**src/scard_defs.svh**
```systemverilog
// Register offsets, field positions, reset values and timing counts of the card serial block
`ifndef SCARD_DEFS_SVH
`define SCARD_DEFS_SVH

// ==========================================================
// Register offsets (byte index on the 3-bit register port)
`define OFS_MODE      3'h0
`define OFS_RATE      3'h1
`define OFS_CTRL      3'h2
`define OFS_TXHOLD    3'h3
`define OFS_STATUS    3'h4
`define OFS_RXHOLD    3'h5
`define OFS_CARDMODE  3'h6

// ==========================================================
// Field positions
`define MODE_GSM      7
`define MODE_ODD      4
`define CTRL_TE       5
`define CTRL_RE       4
`define CTRL_CKHI     1
`define CTRL_CKLO     0
`define ST_TX_BUFFER_EMPTY_FLAG       7
`define ST_RDRF       6
`define ST_ORER       5
`define ST_ERS        4
`define ST_PER        3
`define ST_TRANSMIT_END_FLAG       2
`define CM_DIR        3
`define CM_INV        2
`define CM_EN         0

// ==========================================================
// Reset values
`define RATE_RST      8'hFF
`define TXHOLD_RST    8'hFF

// ==========================================================
// Timing: H_RELEASE to H_RX_ERR_OFF in half-etu steps from the start bit edge; PRE_FILL and SCK_HALF in reference clock cycles
`define PRE_FILL      4'hF
`define H_RELEASE     5'h14
`define H_ERR_SAMPLE  5'h16
`define H_GUARD_END   5'h18
`define H_TRANSMIT_END_FLAG_NORM   5'h19
`define H_RETRY       5'h1A
`define H_RX_CHECK    5'h14
`define H_RX_ERR_ON   5'h15
`define H_RX_ERR_OFF  5'h17
`define SCK_HALF      8'h03

`endif

```
**src/scard_pkg.sv**
```systemverilog
// Types shared by the card serial block
package scard_pkg;

	// ==========================================================
	// Sequencer states
	typedef enum logic {TX_IDLE, TX_FRAME} tx_state_t;
	typedef enum logic {RX_IDLE, RX_FRAME} rx_state_t;

	// ==========================================================
	// Register port request
	typedef struct packed {
		logic       wr;
		logic       rd;
		logic [2:0] addr;
		logic [7:0] wdata;
	} reg_req_t;

	// ==========================================================
	// Whole block state
	typedef struct packed {
		logic [7:0]  mode;
		logic [7:0]  rate;
		logic [7:0]  ctrl;
		logic [7:0]  tx_holding_register;
		logic [7:0]  rx_holding_register;
		logic [7:0]  cmode;
		logic        tx_buffer_empty_flag;
		logic        rdrf;
		logic        orer;
		logic        error_signal_status;
		logic        per;
		logic        transmit_end_flag;
		logic [7:0]  seen;
		logic [7:0]  rd_data;
		tx_state_t   tx_st;
		logic [11:0] tx_pre;
		logic [4:0]  tx_h;
		logic [9:0]  tx_fr;
		logic        retx;
		rx_state_t   rx_st;
		logic [11:0] rx_pre;
		logic [4:0]  rx_h;
		logic [9:0]  rx_fr;
		logic        rx_bad;
		logic        line_oe;
		logic        line_sy1;
		logic        line_sy2;
		logic        line_prev;
		logic [7:0]  sck_cnt;
		logic        sck_lvl;
		logic        sck_pin;
		logic        sck_oe;
	} state_t;

endpackage

```
**src/scard_serial.sv**
```systemverilog
// Card serial extension: half-duplex character link with error signalling and retry
//
// Implementation choices: the strobed register port and the register addresses.
`timescale 1ns/10ps
`include "scard_defs.svh"
module scard_serial (
	// Clock and reset
	input  wire logic              ref_clk_in,
	input  wire logic              rst_in,
	input  wire logic              standby_in,
	// Register port
	input  wire scard_pkg::reg_req_t reg_req_in,
	output logic [7:0]             rd_data_out,
	// Shared open-drain data line
	input  wire logic              line_in,
	output logic                   line_out,
	output logic                   line_oe_out,
	// Card clock pin
	output logic                   sck_out,
	output logic                   sck_oe_out
);

	// ==========================================================
	// State registers
	scard_pkg::state_t s_r;     // Registered state
	scard_pkg::state_t s_nxt;   // Next state
	scard_pkg::state_t rst_v;   // Reset and standby image
	logic [7:0]  status_v;      // Status as seen by software
	logic [7:0]  tx_eff;        // Data after inversion
	logic [7:0]  tx_rev;        // Reversed data
	logic [7:0]  rx_rev;        // Reversed received bits
	logic [7:0]  rx_data;       // Received character
	logic        tx_tick;       // Transmit half-etu step
	logic        rx_tick;       // Receive half-etu step
	logic        rx_line;       // Receiver's view of the line
	logic        en;            // Card mode active
	logic        gm;            // GSM timing mode
	logic [4:0]  tx_hn;         // Transmit step after increment
	logic [4:0]  rx_hn;         // Receive step after increment

	// Outputs straight from state flops, except line_out which is tied low
	assign rd_data_out = s_r.rd_data;
	assign line_out    = 1'b0;
	assign line_oe_out = s_r.line_oe;
	assign sck_out     = s_r.sck_pin;
	assign sck_oe_out  = s_r.sck_oe;

	// ==========================================================
	// Bit order helpers
	// order reversal
	genvar j;
	generate
		for (j = 0; j < 8; j = j + 1) begin : g_rev
			assign tx_rev[j] = tx_eff[7-j];
			assign rx_rev[j] = s_r.rx_fr[8-j];
		end
	endgenerate

	// ==========================================================
	// Next-state logic
	always_comb begin
		s_nxt = s_r;
		// Reset image, also used on standby entry
		rst_v = '0;
		rst_v.rate = `RATE_RST;
		rst_v.tx_holding_register  = `TXHOLD_RST;
		rst_v.tx_buffer_empty_flag = 1'b1;
		rst_v.transmit_end_flag = 1'b1;
		rst_v.line_sy1 = 1'b1;
		rst_v.line_sy2 = 1'b1;
		rst_v.line_prev = 1'b1;
		en = s_r.cmode[`CM_EN];
		gm = s_r.mode[`MODE_GSM];
		// bit four shows only error status
		status_v = {s_r.tx_buffer_empty_flag, s_r.rdrf, s_r.orer, s_r.error_signal_status, s_r.per, s_r.transmit_end_flag, 2'b00};
		tx_eff  = s_r.tx_holding_register ^ {8{s_r.cmode[`CM_INV]}};
		rx_data = (s_r.cmode[`CM_DIR] ? rx_rev : s_r.rx_fr[8:1]) ^ {8{s_r.cmode[`CM_INV]}};
		tx_tick = (s_r.tx_pre == {s_r.rate, `PRE_FILL});
		rx_tick = (s_r.rx_pre == {s_r.rate, `PRE_FILL});
		tx_hn = s_r.tx_h + 5'h01;
		rx_hn = s_r.rx_h + 5'h01;
		// Two-flop line synchroniser
		s_nxt.line_sy1 = line_in;
		s_nxt.line_sy2 = s_r.line_sy1;
		rx_line = s_r.line_sy2 & ~(s_r.ctrl[`CTRL_TE] & s_r.ctrl[`CTRL_RE] & s_r.line_oe);
		s_nxt.line_prev = rx_line;
		s_nxt.rd_data = 8'h00;

		// Register reads; unmapped reads return zero
		if (reg_req_in.rd) begin
			case (reg_req_in.addr)
				`OFS_MODE:     s_nxt.rd_data = s_r.mode;
				`OFS_RATE:     s_nxt.rd_data = s_r.rate;
				`OFS_CTRL:     s_nxt.rd_data = s_r.ctrl;
				`OFS_TXHOLD:   s_nxt.rd_data = s_r.tx_holding_register;
				`OFS_RXHOLD:   s_nxt.rd_data = s_r.rx_holding_register;
				`OFS_CARDMODE: s_nxt.rd_data = s_r.cmode & 8'h0D;
				`OFS_STATUS: begin
					s_nxt.rd_data = status_v;
					// Remember which flags were seen as one
					s_nxt.seen = status_v;
				end
				default:       s_nxt.rd_data = 8'h00;
			endcase
		end

		// Register writes; status flags only clear after a read of one
		if (reg_req_in.wr) begin
			case (reg_req_in.addr)
				`OFS_MODE:     s_nxt.mode = reg_req_in.wdata;
				`OFS_RATE:     s_nxt.rate = reg_req_in.wdata;
				`OFS_CTRL:     s_nxt.ctrl = reg_req_in.wdata;
				`OFS_TXHOLD:   s_nxt.tx_holding_register = reg_req_in.wdata;
				`OFS_CARDMODE: s_nxt.cmode = reg_req_in.wdata & 8'h0D;
				`OFS_STATUS: begin
					if (!reg_req_in.wdata[`ST_TX_BUFFER_EMPTY_FLAG] && s_r.seen[`ST_TX_BUFFER_EMPTY_FLAG]) begin
						s_nxt.tx_buffer_empty_flag = 1'b0;
						s_nxt.transmit_end_flag = 1'b0;
					end
					if (!reg_req_in.wdata[`ST_RDRF] && s_r.seen[`ST_RDRF])
						s_nxt.rdrf = 1'b0;
					if (!reg_req_in.wdata[`ST_ORER] && s_r.seen[`ST_ORER])
						s_nxt.orer = 1'b0;
					if (!reg_req_in.wdata[`ST_ERS] && s_r.seen[`ST_ERS])
						s_nxt.error_signal_status = 1'b0;
					if (!reg_req_in.wdata[`ST_PER] && s_r.seen[`ST_PER])
						s_nxt.per = 1'b0;
					s_nxt.seen = 8'h00;
				end
				default: ;
			endcase
		end

		// Transmit sequencer; flag sets come after clears so a set wins
		// only start-stop framing exists
		case (s_r.tx_st)
			scard_pkg::TX_IDLE: begin
				if (en && s_r.ctrl[`CTRL_TE] && !s_nxt.tx_buffer_empty_flag) begin
					s_nxt.tx_fr = {(^s_r.tx_holding_register) ^ s_r.mode[`MODE_ODD],
						(s_r.cmode[`CM_DIR] ? tx_rev : tx_eff), 1'b0};
					s_nxt.tx_buffer_empty_flag = 1'b1;
					s_nxt.tx_st = scard_pkg::TX_FRAME;
					s_nxt.tx_pre = 12'h000;
					s_nxt.tx_h = 5'h00;
					s_nxt.retx = 1'b0;
				end
			end
			scard_pkg::TX_FRAME: begin
				s_nxt.tx_pre = tx_tick ? 12'h000 : s_r.tx_pre + 12'h001;
				if (tx_tick) begin
					s_nxt.tx_h = tx_hn;
					if (tx_hn == `H_ERR_SAMPLE && !s_r.line_sy2) begin
						s_nxt.error_signal_status = 1'b1;
						s_nxt.retx = 1'b1;
					end
					if (tx_hn == `H_ERR_SAMPLE && s_r.line_sy2 && gm && s_r.tx_buffer_empty_flag && !s_r.error_signal_status)
						s_nxt.transmit_end_flag = 1'b1;
					if (tx_hn == `H_TRANSMIT_END_FLAG_NORM && !s_r.retx && !gm && s_r.tx_buffer_empty_flag && !s_r.error_signal_status)
						s_nxt.transmit_end_flag = 1'b1;
					if (tx_hn == `H_RETRY && s_r.retx) begin
						s_nxt.tx_h = 5'h00;
						s_nxt.retx = 1'b0;
					end
					if (!s_r.retx && tx_hn == (gm ? `H_GUARD_END : `H_TRANSMIT_END_FLAG_NORM))
						s_nxt.tx_st = scard_pkg::TX_IDLE;
				end
				// Dropping enable abandons the frame; no flag is cleared
				if (!en || !s_r.ctrl[`CTRL_TE])
					s_nxt.tx_st = scard_pkg::TX_IDLE;
			end
			default: s_nxt.tx_st = scard_pkg::TX_IDLE;
		endcase

		// Receive sequencer
		case (s_r.rx_st)
			scard_pkg::RX_IDLE: begin
				if (en && s_r.ctrl[`CTRL_RE] && s_r.line_prev && !rx_line) begin
					s_nxt.rx_st = scard_pkg::RX_FRAME;
					s_nxt.rx_pre = 12'h000;
					s_nxt.rx_h = 5'h00;
					s_nxt.rx_bad = 1'b0;
				end
			end
			scard_pkg::RX_FRAME: begin
				s_nxt.rx_pre = rx_tick ? 12'h000 : s_r.rx_pre + 12'h001;
				if (rx_tick) begin
					s_nxt.rx_h = rx_hn;
					// Sample each bit at its middle
					if (rx_hn[0] && rx_hn < `H_RX_CHECK)
						s_nxt.rx_fr[rx_hn[4:1]] = rx_line;
					if (rx_hn == `H_RX_CHECK) begin
						if ((^rx_data) ^ s_r.rx_fr[9] ^ s_r.mode[`MODE_ODD]) begin
							s_nxt.rx_bad = 1'b1;
							s_nxt.per = 1'b1;
						end else if (s_r.rdrf) begin
							s_nxt.orer = 1'b1;
						end else begin
							s_nxt.rx_holding_register = rx_data;
							s_nxt.rdrf = 1'b1;
						end
					end
					if (rx_hn == `H_RX_ERR_OFF)
						s_nxt.rx_st = scard_pkg::RX_IDLE;
				end
				if (!en || !s_r.ctrl[`CTRL_RE])
					s_nxt.rx_st = scard_pkg::RX_IDLE;
			end
			default: s_nxt.rx_st = scard_pkg::RX_IDLE;
		endcase

		// drive only while a low bit is due
		// error signal from 10.5 to 11.5 etu
		s_nxt.line_oe =
			((s_nxt.tx_st == scard_pkg::TX_FRAME) && (s_nxt.tx_h < `H_RELEASE) &&
			!s_nxt.tx_fr[s_nxt.tx_h[4:1]]) ||
			((s_nxt.rx_st == scard_pkg::RX_FRAME) && s_nxt.rx_bad &&
			(s_nxt.rx_h >= `H_RX_ERR_ON) && (s_nxt.rx_h < `H_RX_ERR_OFF));

		s_nxt.sck_cnt = (s_r.sck_cnt == `SCK_HALF) ? 8'h00 : s_r.sck_cnt + 8'h01;
		if (s_r.sck_cnt == `SCK_HALF)
			s_nxt.sck_lvl = ~s_r.sck_lvl;
		if (!en) begin
			s_nxt.sck_oe = 1'b0;
			s_nxt.sck_pin = 1'b0;
		end else if (gm) begin
			s_nxt.sck_oe = 1'b1;
			s_nxt.sck_pin = s_r.ctrl[`CTRL_CKLO] ? s_r.sck_lvl : s_r.ctrl[`CTRL_CKHI];
		end else begin
			s_nxt.sck_oe = (s_r.ctrl[`CTRL_CKHI:`CTRL_CKLO] == 2'b01);
			s_nxt.sck_pin = s_r.sck_lvl;
		end

		if (!s_r.ctrl[`CTRL_TE] && !s_r.error_signal_status)
			s_nxt.transmit_end_flag = 1'b1;
		if (standby_in)
			s_nxt = rst_v;
	end

	// ==========================================================
	// State register, synchronous reset
	always_ff @(posedge ref_clk_in) begin
		if (rst_in)
			s_r <= rst_v;
		else
			s_r <= s_nxt;
	end

	// ==========================================================
	// Checks
	transmit_end_flag_reset_a: assert property (@(posedge ref_clk_in) disable iff (rst_in)
		$fell(rst_in) |-> s_r.transmit_end_flag && s_r.tx_buffer_empty_flag && !s_r.error_signal_status)
		else $error("transmit end not set after reset");
	ers_keep_a: assert property (@(posedge ref_clk_in) disable iff (rst_in)
		(reg_req_in.wr && reg_req_in.addr == `OFS_STATUS && reg_req_in.wdata[`ST_ERS]
		&& s_r.error_signal_status && !standby_in) |=> s_r.error_signal_status)
		else $error("writing one cleared error status");
	ers_te_off_a: assert property (@(posedge ref_clk_in) disable iff (rst_in)
		(reg_req_in.wr && reg_req_in.addr == `OFS_CTRL && !reg_req_in.wdata[`CTRL_TE]
		&& s_r.error_signal_status && !standby_in) |=> s_r.error_signal_status ##1 s_r.error_signal_status)
		else $error("disabling transmitter lost error status");
	tx_start_a: assert property (@(posedge ref_clk_in) disable iff (rst_in)
		(s_r.tx_st == scard_pkg::TX_FRAME && s_r.tx_h == 5'h00) |-> s_r.line_oe)
		else $error("start bit not driven low");
	tx_release_a: assert property (@(posedge ref_clk_in) disable iff (rst_in)
		(s_r.tx_st == scard_pkg::TX_FRAME && s_r.tx_h >= `H_RELEASE
		&& s_r.rx_st == scard_pkg::RX_IDLE) |-> !s_r.line_oe)
		else $error("line held after parity bit");
	transmit_end_flag_gsm_a: assert property (@(posedge ref_clk_in) disable iff (rst_in)
		(s_r.tx_st == scard_pkg::TX_FRAME && tx_tick && tx_hn == `H_ERR_SAMPLE && gm
		&& s_r.line_sy2 && s_r.tx_buffer_empty_flag && !s_r.error_signal_status && !standby_in) |=> s_r.transmit_end_flag)
		else $error("GSM transmit end missed");
	transmit_end_flag_norm_a: assert property (@(posedge ref_clk_in) disable iff (rst_in)
		(s_r.tx_st == scard_pkg::TX_FRAME && tx_tick && tx_hn == `H_TRANSMIT_END_FLAG_NORM && !gm
		&& !s_r.retx && s_r.tx_buffer_empty_flag && !s_r.error_signal_status && !standby_in) |=> s_r.transmit_end_flag)
		else $error("normal transmit end missed");
	ers_set_a: assert property (@(posedge ref_clk_in) disable iff (rst_in)
		(s_r.tx_st == scard_pkg::TX_FRAME && tx_tick && tx_hn == `H_ERR_SAMPLE
		&& !s_r.line_sy2 && !standby_in) |=> s_r.error_signal_status && s_r.retx)
		else $error("sampled error signal not flagged");
	err_pulse_a: assert property (@(posedge ref_clk_in) disable iff (rst_in)
		(s_r.rx_st == scard_pkg::RX_FRAME && s_r.rx_bad && s_r.rx_h == `H_RX_ERR_ON)
		|-> s_r.line_oe)
		else $error("error signal not driven");
	sck_low_a: assert property (@(posedge ref_clk_in) disable iff (rst_in)
		(en && gm && s_r.ctrl[`CTRL_CKHI:`CTRL_CKLO] == 2'b00)[*2] |-> s_r.sck_oe && !s_r.sck_pin)
		else $error("card clock not held low");
	transmit_end_flag_idle_a: assert property (@(posedge ref_clk_in) disable iff (rst_in)
		(!s_r.ctrl[`CTRL_TE] && !s_r.error_signal_status) |=> s_r.transmit_end_flag)
		else $error("transmit end not set while transmitter idle");
	card_off_a: assert property (@(posedge ref_clk_in) disable iff (rst_in)
		!en |=> !s_r.sck_oe && !s_r.line_oe)
		else $error("pins driven outside card mode");
	sck_input_a: assert property (@(posedge ref_clk_in) disable iff (rst_in)
		(en && !gm && !s_r.ctrl[`CTRL_CKLO]) |=> !s_r.sck_oe)
		else $error("card clock pin driven without clock select");
	rx_quiet_a: assert property (@(posedge ref_clk_in) disable iff (rst_in)
		(s_r.tx_st == scard_pkg::TX_IDLE && !s_r.rx_bad) |-> !s_r.line_oe)
		else $error("line pulled with nothing to send");
	resend_start_a: assert property (@(posedge ref_clk_in) disable iff (rst_in)
		(s_r.tx_st == scard_pkg::TX_FRAME && tx_tick && tx_hn == `H_RETRY && s_r.retx
		&& en && s_r.ctrl[`CTRL_TE] && !standby_in) |=> s_r.tx_st == scard_pkg::TX_FRAME
		&& s_r.line_oe)
		else $error("resend did not start");

endmodule

```
**config.mk**
```make
export PLATFORM = sky130hd
export DESIGN_NAME = scard_serial
export DESIGN_NICKNAME = d
export VERILOG_FILES = /design/src/scard_pkg.sv /design/src/scard_serial.sv
export VERILOG_INCLUDE_DIRS = /design/src
export SDC_FILE = /design/constraint.sdc
export NUM_CORES = 1
export LEC_CHECK = 0
export BUFFER_PORTS_ARGS = -buffer_cell sky130_fd_sc_hd__clkbuf_2
export CAP_MARGIN = 20
export CORE_AREA = 3 3 113 115
export CTS_CLUSTER_SIZE = 20
export DETAILED_ROUTE_END_ITERATION = 10
export DIE_AREA = 0 0 116 118
export PLACE_DENSITY = 0.76
export SYNTH_ARGS = -nofsm -noshare
export SYNTH_HDL_FRONTEND = slang
export SYNTH_SLANG_ARGS = --single-unit
```
**constraint.sdc**
```tcl
create_clock -name ref_clk_in -period 6.2 [get_ports ref_clk_in]
set_clock_uncertainty 0.15 [all_clocks]
set_input_delay 1.24 -clock ref_clk_in [delete_from_list [all_inputs] [get_ports ref_clk_in]]
set_output_delay 1.24 -clock ref_clk_in [all_outputs]
set_load 0.02 [all_outputs]
```
==> results.md <==
* Status: completed
* Wire length on met3 at 1420 µm
* LEAKAGE at between 2 and 3 nW
* Pin count of the biggest net entering global routing at 61
* Critical path class: in2reg
* Layout cells sized above 1 at 0.104
* Synthesis Warnings at 0
* Ys flop type: dfxtp_1
* CTS resizes at 0
* Die H at between 100 and 150 µm
* Hold path depth at 1
* Hold EP: s_r[12]$_SDFF_PP1_
* First drt pass iteration count at 5
* TNS Setup at 0 ps
* Synthesized Nets at just under 900
* Clock sink count at between 100 and 150
* Die footprint at around 14000 µm²
* Finished Core Util at 0.649
* CP arrival at approximately 4200 ps
* CTS HTree Levels at 4
* Fraction of registers with async set/reset at 0
* Critical path peak fanout at 30
* Final worst path period need at 4050 ps
* R2r worst-path depth at 8
* Die X at around 120 µm
* EDFF count, synth at 0
* Clk Latency, worst-skew pair at roughly 430 ps
* Crit path required time at roughly 6400 ps
* Worst R2R Setup Slack at a little over 3000 ps
* Num ports at 29
* Power per cell area at around 260 nW/µm²
* Deepest clock path buffer count at 2
* First-pass GRT wire length at about 29000 µm
* # setup viols final at 0
* Worst Hold Class: reg2reg
* Initial antenna violation count at 0
* Total wire length at roughly 18000 µm
* RePlAce Congestion at 0.930
* Grt total ovfl at 0
* Critical path buffer and inverter count at 1
* Crit path top cell by count: a41oi_1
* Vias post-DR at around 6.1k
* Detailed Place HPWL at 12500 µm
* Crit. End Element: flop
* Tcrit/Tclk final at 0.653
* Initial Utilization at 0.592
* Final Hold Viols at 0
* Clk root buf: clkbuf_16
* Slew margin rel. at 0.263
* Seq cells post-synth at about 130
* Antenna Cells at 0
* Drt drc at 0
* CTS Hold Buffers Added at 0
* Register area share after synthesis at 0.381
* Total GRT Usage at 0.269
* # nets final at around 860
* Slew of the pin with the lowest slew margin at approximately 1100 ps
* Worst r2r dst: line_oe_out$_SDFF_PP0_
* Met2 WL at approximately 8600 µm
* Post-Syn Instances at about 850
* Area of the mapped netlist at 7050 µm²
* Setup Buffers After CTS at 0
* Slew Viols, Final at 0
* Worst setup startpoint: reg_req_in[10]
* WL met1 at around 7400 µm
* Worst Setup Start Kind: input port
* Core Area at 11900 µm²
* Clock-pin slew on the worst setup and hold paths at ~60 ps
* DR iter-0 viols at about 500
* Unrepaired setup endpoints after global routing: false
* Cts bufs inserted at 17
* Worst vdd ir at 0.295 mV
* P&R area growth vs syn at 9.71%
* Worst Min Path Start: s_r[13]$_SDFF_PP1_
* Maxcap violations at 0
* TritonCTS clock tree: done
* CP Cell Sequence: clkbuf_2, and4_1, a221oi_2, or2_1, mux2i_1, o21ai_0, a41oi_1, a41oi_1, o41ai_2
* Antenna Nets Post-Route at 0
* Syn_area_per_cell at 8.34 µm²
* R2r startpoint: en$_SDFFE_PP0P_
* Synth cell types at 71
* Slowest stage delay, CP at between 600 and 700 ps
* Vias in the first global route at between 5k and 6k
* Top sig layer: met4
* Crit path max-delay family: compound AO/OA/AOI/OAI gates
* Layout fillers at a little under 1k
* # rows at 40
* Routed wire length per instance at ~18 µm
* Via-to-Cell Ratio at between 6 and 7
* Port Buffers at 27
* CP max-delay cell: or2_1
* Maximum clock rate at ~250 MHz
## synth_stat cells, drive strengths merged (8+ instances only)
master / n / area share
a21oi: 54 / 0.039
a22oi: 13 / 0.014
a311oi: 13 / 0.016
a31oi: 16 / 0.014
and2: 11 / 0.0098
and3: 15 / 0.013
buf: 22 / 0.020
clkbuf: 34 / 0.018
dfxtp: 134 / 0.38
ha: 9 / 0.016
inv: 13 / 0.0069
mux2i: 54 / 0.077
nand2: 113 / 0.060
nand2b: 11 / 0.0098
nand3: 41 / 0.030
nand4: 8 / 0.0080
nor2: 116 / 0.063
nor2b: 11 / 0.0098
o21ai: 20 / 0.016
xnor2: 46 / 0.058
xor2: 16 / 0.020
## state kept, by name, indices dropped and copies added, names as in the netlist, named ones only
register,cells
rd_data_out,8
sck_oe_out,1
sck_out,1
s_r,112
en,1
line_oe_out,1
gm,1
## how the worst max path moves through the flow
stage | cells after the start | slack [ps] | end
floorplan | 10 | 2820 | line_oe_out$_SDFF_PP0_
CTS | 9 | 2200 | line_oe_out$_SDFF_PP0_
detailed placement | 9 | 1770 | line_oe_out$_SDFF_PP0_
finish | 9 | 2150 | line_oe_out$_SDFF_PP0_
global route | 9 | 1940 | line_oe_out$_SDFF_PP0_
global placement | 9 | 1900 | line_oe_out$_SDFF_PP0_
## cells in the final DEF (no fill, tap or decap), drive strengths merged, types with 15 or more instances in the layout
master and count:
a21oi 54, a31oi 16, and3 15, clkbuf 46
dfxtp 134, mux2i 54, nand2 113, nand3 41
nor2 116, o21ai 20, xnor2 46, xor2 16
## per-layer routing
metal | vias up | global-route usage
met2 | 271 | 0.432
met3 | 43 | 0.0617
met5 | - | 0
li1 | 2917 | -
met1 | 2908 | 0.347
met4 | 0 | 0.108
## power by group
part           switching, mW  internal, mW
Clock                  0.380         0.650
Sequential           0.00624         0.866
Combinational         0.0527        0.0262
Total                  0.439          1.54
## area by class of cell
cell class,count,area [µm²],share of cell area
Clock buffer,19,453,0.0586
Timing Repair Buffer,30,158,0.0204
Inverter,13,48.8,0.00631
Multi-Input combinational cell,642,4050,0.524
Clock inverter,12,154,0.0199
Tap cell,147,184,0.0238
Sequential cell,134,2680,0.347
## cells by family (layout without fill, tap and decap cells)
| family | count (synthesis) | count (layout) | share of synthesized area |
|---|---|---|---|
| buf+inv | 69 | 74 | 0.0447 |
| mux | 62 | 62 | 0.0927 |
| simple gates | 363 | 363 | 0.247 |
| other cells | 1 | 1 | 0.000532 |
| flops | 134 | 134 | 0.381 |
| xor+xnor | 62 | 62 | 0.0781 |
| fa+ha+maj | 9 | 9 | 0.0160 |
| compound gates | 145 | 145 | 0.140 |
## worst register-to-register path, delay by kind of cell (launching register included)
family / cells / cell delay (ps)
multiplexers: 1 / 290
AND/OR/NAND/NOR: 2 / 830
flip-flops: 1 / 430
AO/OA/AOI/OAI: 5 / 1380
## per-stage QoR
stage	instances	hold WS, ps	setup WS [ps]	cell area [µm²]	power [mW]
after floorplan	845	234	2820	7050	0.943
after CTS	997	260	2200	7730	1.99
after global routing	997	283	1940	7730	2.04
after detailed placement	966	248	1770	7120	0.968
after global placement	966	242	1900	7120	0.966
final	997	259	2150	7730	1.98
Power figures use the tool's default switching activity.
